`src/verilog/mise_pkg.sv`:
```
// package: opcodes, widths and cycle counts of the instruction subset unit
`default_nettype none
package mise_pkg;
	localparam int DATA_W = 8;
	localparam int PC_W = 11;
	localparam int REG_AW = 7;
	localparam int BIT_AW = 3;
	localparam int PAGE_LO = 0;
	localparam int PAGE_HI = 2;
	localparam logic [7:0] ACC_RESET = 8'h00;
	localparam logic [10:0] PC_RESET = 11'h000;
	localparam logic [10:0] PC_STEP = 11'h001;
	localparam logic [7:0] TBL_RESET = 8'h00;
	localparam logic [7:0] ZERO_BYTE = 8'h00;
	localparam logic [7:0] ONE_BIT = 8'h01;
	localparam logic [6:0] WADDR_RESET = 7'h00;
	localparam logic ZERO_RESET = 1'b0;
	// cycles per instruction
	localparam int CYC_AND = 1;
	localparam int CYC_BSET = 1;
	localparam int CYC_TEST = 1;
	localparam int CYC_SKIP = 2;
	localparam int CYC_CALL = 2;
	typedef enum logic [2:0] {
		MISE_OP_NONE,
		MISE_OP_AND_IMM,
		MISE_OP_BIT_SET,
		MISE_OP_TEST_SKIP,
		MISE_OP_CALL_IND
	} mise_op_t;
endpackage
`default_nettype wire

```
`src/verilog/mise_bit_mask.sv`:
```
// one-hot bit mask from a bit index
`timescale 1ns/1ps
`default_nettype none
module mise_bit_mask (
	// index in
	input  wire logic [2:0] index,
	// mask out
	output logic      [7:0] mask
);
	assign mask = mise_pkg::ONE_BIT << index;
endmodule
`default_nettype wire

```
`src/verilog/mise_exec.sv`:
```
// execute stage for and-immediate, bit-set, test-skip and indirect call
`timescale 1ns/1ps
`default_nettype none
module mise_exec (
	// clock and reset
	input  wire logic                  clock,
	input  wire logic                  arst_n,
	// decoded instruction
	input  wire logic                  op_valid,
	input  wire mise_pkg::mise_op_t    op,
	input  wire logic [7:0]            immediate,
	input  wire logic [6:0]            reg_addr,
	input  wire logic [2:0]            bit_index,
	// register file and program counter
	input  wire logic [7:0]            reg_rdata,
	input  wire logic [10:0]           pc,
	input  wire logic [7:0]            table_high_page,
	// accumulator writes by the rest of the core
	input  wire logic                  acc_load,
	input  wire logic [7:0]            acc_load_data,
	// results
	output logic      [7:0]            accumulator,
	output logic                       zero_flag,
	output logic                       zero_we,
	output logic                       reg_we,
	output logic      [6:0]            reg_waddr,
	output logic      [7:0]            reg_wdata,
	output logic                       discard_next,
	output logic                       push_we,
	output logic      [10:0]           push_addr,
	output logic                       pc_load,
	output logic      [10:0]           pc_target,
	output logic                       busy
);
	// ------------------------------------------------
	// state
	// ------------------------------------------------
	typedef enum logic [1:0] {
		MISE_ST_ISSUE,
		MISE_ST_SECOND
	} mise_state_t;

	mise_state_t state, next_state;
	logic [7:0]  next_accumulator;
	logic        next_zero_flag;
	logic        next_zero_we;
	logic        next_reg_we;
	logic [6:0]  next_reg_waddr;
	logic [7:0]  next_reg_wdata;
	logic        next_discard_next;
	logic        next_push_we;
	logic [10:0] next_push_addr;
	logic        next_pc_load;
	logic [10:0] next_pc_target;
	logic        next_busy;
	logic [7:0]  mask;
	logic [7:0]  and_result;
	logic        take;

	mise_bit_mask u_mask (
		.index (bit_index),
		.mask  (mask)
	);

	assign and_result = accumulator & immediate;
	// new ops are taken only in the issue state; second cycles stall decode
	assign take = op_valid && (state == MISE_ST_ISSUE);

	// ------------------------------------------------
	// next state
	// ------------------------------------------------
	always_comb begin
		next_state = MISE_ST_ISSUE;
		next_accumulator = accumulator;
		next_zero_flag = zero_flag;
		next_zero_we = 1'b0;
		next_reg_we = 1'b0;
		next_reg_waddr = reg_waddr;
		next_reg_wdata = reg_wdata;
		next_discard_next = 1'b0;
		next_push_we = 1'b0;
		next_push_addr = push_addr;
		next_pc_load = 1'b0;
		next_pc_target = pc_target;
		next_busy = 1'b0;
		// other instructions own the accumulator too; an and taken
		// in the same cycle overrides the load below
		if (acc_load) begin
			next_accumulator = acc_load_data;
		end
		case (state)
		MISE_ST_ISSUE: begin
			if (take) begin
				case (op)
				mise_pkg::MISE_OP_AND_IMM: begin
					next_accumulator = and_result;
					next_zero_flag = (and_result == mise_pkg::ZERO_BYTE);
					next_zero_we = 1'b1;
				end
				mise_pkg::MISE_OP_BIT_SET: begin
					next_reg_we = 1'b1;
					next_reg_waddr = reg_addr;
					next_reg_wdata = reg_rdata | mask;
				end
				mise_pkg::MISE_OP_TEST_SKIP: begin
					if ((reg_rdata & mask) == mise_pkg::ZERO_BYTE) begin
						// fetched word becomes a nop, costing a second cycle
						next_discard_next = 1'b1;
						next_busy = 1'b1;
						next_state = MISE_ST_SECOND;
					end
				end
				mise_pkg::MISE_OP_CALL_IND: begin
					next_push_we = 1'b1;
					next_push_addr = pc + mise_pkg::PC_STEP;
					next_pc_load = 1'b1;
					next_pc_target = {table_high_page[mise_pkg::PAGE_HI:
						mise_pkg::PAGE_LO], accumulator};
					next_busy = 1'b1;
					next_state = MISE_ST_SECOND;
				end
				default: begin
					next_state = MISE_ST_ISSUE;
				end
				endcase
			end
		end
		MISE_ST_SECOND: begin
			next_state = MISE_ST_ISSUE;
		end
		default: begin
			next_state = MISE_ST_ISSUE;
		end
		endcase
	end

	// ------------------------------------------------
	// registers
	// ------------------------------------------------
	always_ff @(posedge clock or negedge arst_n) begin
		if (!arst_n) begin
			state <= MISE_ST_ISSUE;
			accumulator <= mise_pkg::ACC_RESET;
			zero_flag <= mise_pkg::ZERO_RESET;
			zero_we <= 1'b0;
			reg_we <= 1'b0;
			reg_waddr <= mise_pkg::WADDR_RESET;
			reg_wdata <= mise_pkg::ZERO_BYTE;
			discard_next <= 1'b0;
			push_we <= 1'b0;
			push_addr <= mise_pkg::PC_RESET;
			pc_load <= 1'b0;
			pc_target <= mise_pkg::PC_RESET;
			busy <= 1'b0;
		end else begin
			state <= next_state;
			accumulator <= next_accumulator;
			zero_flag <= next_zero_flag;
			zero_we <= next_zero_we;
			reg_we <= next_reg_we;
			reg_waddr <= next_reg_waddr;
			reg_wdata <= next_reg_wdata;
			discard_next <= next_discard_next;
			push_we <= next_push_we;
			push_addr <= next_push_addr;
			pc_load <= next_pc_load;
			pc_target <= next_pc_target;
			busy <= next_busy;
		end
	end
endmodule
`default_nettype wire

```
`config.mk`:
```
export PLATFORM = sky130hd
export DESIGN_NAME = mise_exec
export DESIGN_NICKNAME = d
export VERILOG_FILES = /design/src/verilog/mise_pkg.sv /design/src/verilog/mise_bit_mask.sv /design/src/verilog/mise_exec.sv
export SDC_FILE = /design/constraint.sdc
export NUM_CORES = 1
export LEC_CHECK = 0
export BUFFER_PORTS_ARGS = -buffer_cell sky130_fd_sc_hd__buf_2
export CAP_MARGIN = 5
export CORE_UTILIZATION = 49
export CTS_CLUSTER_SIZE = 16
export DETAILED_ROUTE_END_ITERATION = 8
export PLACE_DENSITY = 0.9
export SYNTH_ARGS = -nofsm -noshare
export SYNTH_HDL_FRONTEND = slang
export SYNTH_HIERARCHICAL = 1
export SYNTH_SLANG_ARGS = --single-unit
```
`constraint.sdc`:
```
create_clock -name clock -period 2.8 [get_ports clock]
set_input_delay 0.14 -clock clock [delete_from_list [all_inputs] [get_ports clock]]
set_output_delay 0.14 -clock clock [all_outputs]
set_load 0.01 [all_outputs]
```
==> Implementation_results.wiki <==
{| class="wikitable"
! Metric !! Value
|-
| Die height || 70.5 um
|-
| TritonCTS buffer count || 5
|-
| Antenna Violating Nets Remaining || 0
|-
| Setup Buffers After CTS || 0
|-
| Cell at the root of the clock tree || sky130_fd_sc_hd__clkbuf_8
|-
| Highest-count cells in the layout ignoring fill and taps || sky130_fd_sc_hd__buf_2 (106), sky130_fd_sc_hd__dfrtp_1 (51), sky130_fd_sc_hd__nor2_1 (28)
|-
| Largest clock skew in the final design || 6.66 ps
|-
| Vias in the first global route || 1814
|-
| CTS Hold Bufs || 0
|-
| Worst setup EP type || register
|-
| Violations in the final reports || design-rule violations
|-
| Post-synthesis area per instance || 11.7 sq um
|-
| Area enclosed by the die boundary || 4980 sq um
|-
| Final-report max-slew violation count || 0
|-
| Total global routing overflow || 0
|-
| DRC || 12
|-
| Most common flop cell mapped by yosys || sky130_fd_sc_hd__dfrtp_1
|-
| Worst hold path type || input port to asynchronous set/reset pin
|-
| Number of antenna violations at the first check in global routing || 0
|-
| Static leakage power || roughly 1.5 nW
|-
| Slew @ Worst Pin || approximately 1100 ps
|-
| Net Count, Synth || roughly 260
|-
| First-pass DRT Iterations || 8
|-
| Accumulated negative setup slack || 0 ps
|-
| Standard cell core area || 4440 sq um
|-
| Instance count after placement with tap cells included || between 300 and 400
|-
| Share of cells above drive strength 1 || 46.7%
|-
| Number of sinks handled by clock tree synthesis || 51
|-
| EDFF count, synth || 0
|-
| FF-to-FF setup slack || 1080 ps
|-
| Most common cell after layout, fill and taps aside || sky130_fd_sc_hd__buf_2
|-
| Share of async-settable or async-resettable flops after synthesis || 100%
|-
| Category of the critical setup timing path || register to register
|-
| Req. time, crit path || 3020 ps
|-
| Maximum clock frequency || a little under 600 MHz
|-
| Switching power summed over all nets || 0.000566 W
|-
| Share of the cycle needed by the critical path after routing || 61.4%
|-
| Post-layout minimum cycle time || between 1500 and 2000 ps
|-
| Worst Setup Start Kind || register
|-
| Flip-flop and latch count after synthesis || 51
|-
| Power Density || around 640 nW/um^2
|-
| Detailed-placement wirelength estimate || ~3800 um
|-
| Critical Path Fanout Max || 15
|-
| Worst-case headroom to the max-slew limit || 26.0%
|-
| Post-DR wirelength/cell || between 10 and 15 um
|-
| Worst-case hold slack || 44.6 ps
|-
| Sequential area share after synthesis || 55.4%
|-
| Global router's overall resource usage || roughly a fifth
|-
| Post-Syn Area || 2300 sq um
|-
| Total of max-cap violations || 0
|-
| Core Rows || 24
|-
| Final core utilization || between 60% and 70%
|-
| Combinational fraction of design power || 27.0%
|-
| Final non-filler cell total || 356
|-
| Clock transition at the registers of the reported paths || approximately 90 ps
|-
| Hold Violations, Final || 0
|-
| Drt total wl || 5070 um
|-
| Via density || 5.38
|-
| IR Drop Worst-Case VDD || 0.000397 V
|-
| # port buffers || roughly 110
|-
| CTS tree || done
|-
| Signed area change from the synthesized netlist to the final layout || 27.6%
|-
| Starting density of the core || about half
|-
| Cell count after synthesis || 196
|-
| Wire length of the first global-routing pass || 8150 um
|-
| Vias || 1915
|-
| Fraction of power spent switching nets || 30.1%
|-
| Resized Gates After CTS || 0
|-
| Number of H-tree branching levels || 2
|-
| Worst-Skew Late Latency || 290 ps
|-
| Synth cell types || 37
|-
| Post-layout nets || 364
|-
| Setup Viol. Count Final || 0
|-
| Power after layout || ~0.0019 W
|-
| IO Pins || 112
|-
| Number of warnings printed during yosys synthesis || 6
|-
| Antenna Diode Count || 0
|-
| X dimension of the die || between 70 and 80 um
|-
| Clock share of power || between 20% and 30%
|-
| Maximum number of pins on one net before global-route repair || 52
|-
| Reg power frac || about half
|-
| Detailed router's first-iteration violation count || just under 60
|-
| Arrival time reported for the critical path endpoint || ~1900 ps
|-
| Internal Power || between 0.001 and 0.0015 W
|-
| Gp weighted congestion || ~0.84
|-
| Bufs on Longest Clock Path || 2
|-
| Setup repair after global routing missed its margin || false
|-
| Result of the run || finished, violations left
|}
final timing paths:
check,start,endpoint,cells past startpoint
worst max-delay path,state[0]$_DFF_PN0_,reg_wdata[6]$_DFFE_PN0P_,5
worst min-delay path,arst_n,reg_waddr[0]$_DFFE_PN0P_,1
worst max register to register,state[0]$_DFF_PN0_,reg_wdata[6]$_DFFE_PN0P_,5
worst min register to register,reg_waddr[5]$_DFFE_PN0P_,reg_waddr[5]$_DFFE_PN0P_,1
max in group asynchronous,arst_n,push_addr[8]$_DFFE_PN0P_,1
min in group clock,pc[0],push_addr[0]$_DFFE_PN0P_,2
critical path: stages (launching register included):
cell and delay [ps]:
sky130_fd_sc_hd__dfrtp_1 420, sky130_fd_sc_hd__nand4bb_1 230, sky130_fd_sc_hd__nor2_2 540, sky130_fd_sc_hd__buf_4 280, sky130_fd_sc_hd__nor2_1 50, sky130_fd_sc_hd__a21oi_1 120
synth_stat cells (2+ instances only):
cell type / instances / share of area [%]
sky130_fd_sc_hd__a21o_1: 8 / 2.6
sky130_fd_sc_hd__a21oi_1: 17 / 3.7
sky130_fd_sc_hd__a22o_1: 9 / 3.4
sky130_fd_sc_hd__a22oi_1: 4 / 1.3
sky130_fd_sc_hd__and3b_2: 3 / 1.3
sky130_fd_sc_hd__buf_2: 3 / 0.65
sky130_fd_sc_hd__buf_4: 2 / 0.65
sky130_fd_sc_hd__buf_6: 3 / 1.5
sky130_fd_sc_hd__dfrtp_1: 51 / 55
sky130_fd_sc_hd__inv_1: 5 / 0.82
sky130_fd_sc_hd__mux2_2: 11 / 5.4
sky130_fd_sc_hd__mux2_4: 8 / 5.2
sky130_fd_sc_hd__nand2_1: 5 / 0.82
sky130_fd_sc_hd__nand3_1: 4 / 0.87
sky130_fd_sc_hd__nor2_1: 28 / 4.6
sky130_fd_sc_hd__nor3_1: 5 / 1.1
sky130_fd_sc_hd__nor3b_1: 3 / 0.98
sky130_fd_sc_hd__xnor2_1: 7 / 2.7
sky130_fd_sc_hd__xor2_1: 2 / 0.76
per-layer routing:
| layer | global-route usage [%] | vias to the layer above | routed length (um) |
|---|---|---|---|
| met4 | 7.11 | 0 | 96 |
| met5 | 0 | - | 0 |
| met3 | 4.42 | 11 | 327 |
| li1 | - | 908 | - |
| met2 | 38.1 | 87 | 2550 |
| met1 | 25.5 | 909 | 2100 |
power by group through the flow:
stage / Sequential [W] / Combinational, W / Clock [W]
6_report: 0.000965 / 0.000508 / 0.000409
5_1_grt: 0.000984 / 0.000554 / 0.000446
4_1_cts: 0.000966 / 0.000514 / 0.000419
3_5_place_dp: 0.000979 / 0.000513 / 0
3_3_place_gp: 0.000968 / 0.000498 / 0
2_1_floorplan: 0.00105 / 0.000194 / 0
kinds of logic after synthesis:
family,share of synthesized area [%]
AOI/OAI and AO/OA,12.3
xor gates and xnor gates,3.42
adders and majority gates,0.543
buffers and inverters,3.75
DFF,55.4
muxes,11.0
and+or+nand+nor,13.5
flip-flops by register name, summed over array words and instances (netlist names), 7 cells and up:
signal	count
reg_wdata	8
reg_waddr	7
push_addr	11
pc_target	11
accumulator	8
cell type report:
cell class	count	area, sq um
clock buffers	6	72.6
flip-flops and latches	51	1280
fillers	364	1510
repair buffers	109	553
clock inverters	2	12.5
multi-input cells	131	940
inverters	5	18.8
well taps	52	65.1
metrics by stage:
step	cell area [sq um]	setup WS [ps]
floorplan	2300	1320
global placement	2850	1140
detailed placement	2850	1120
CTS	2940	1090
global route	2940	965
finish	2940	1080
Note: power is estimated with default switching activity, not from simulation.
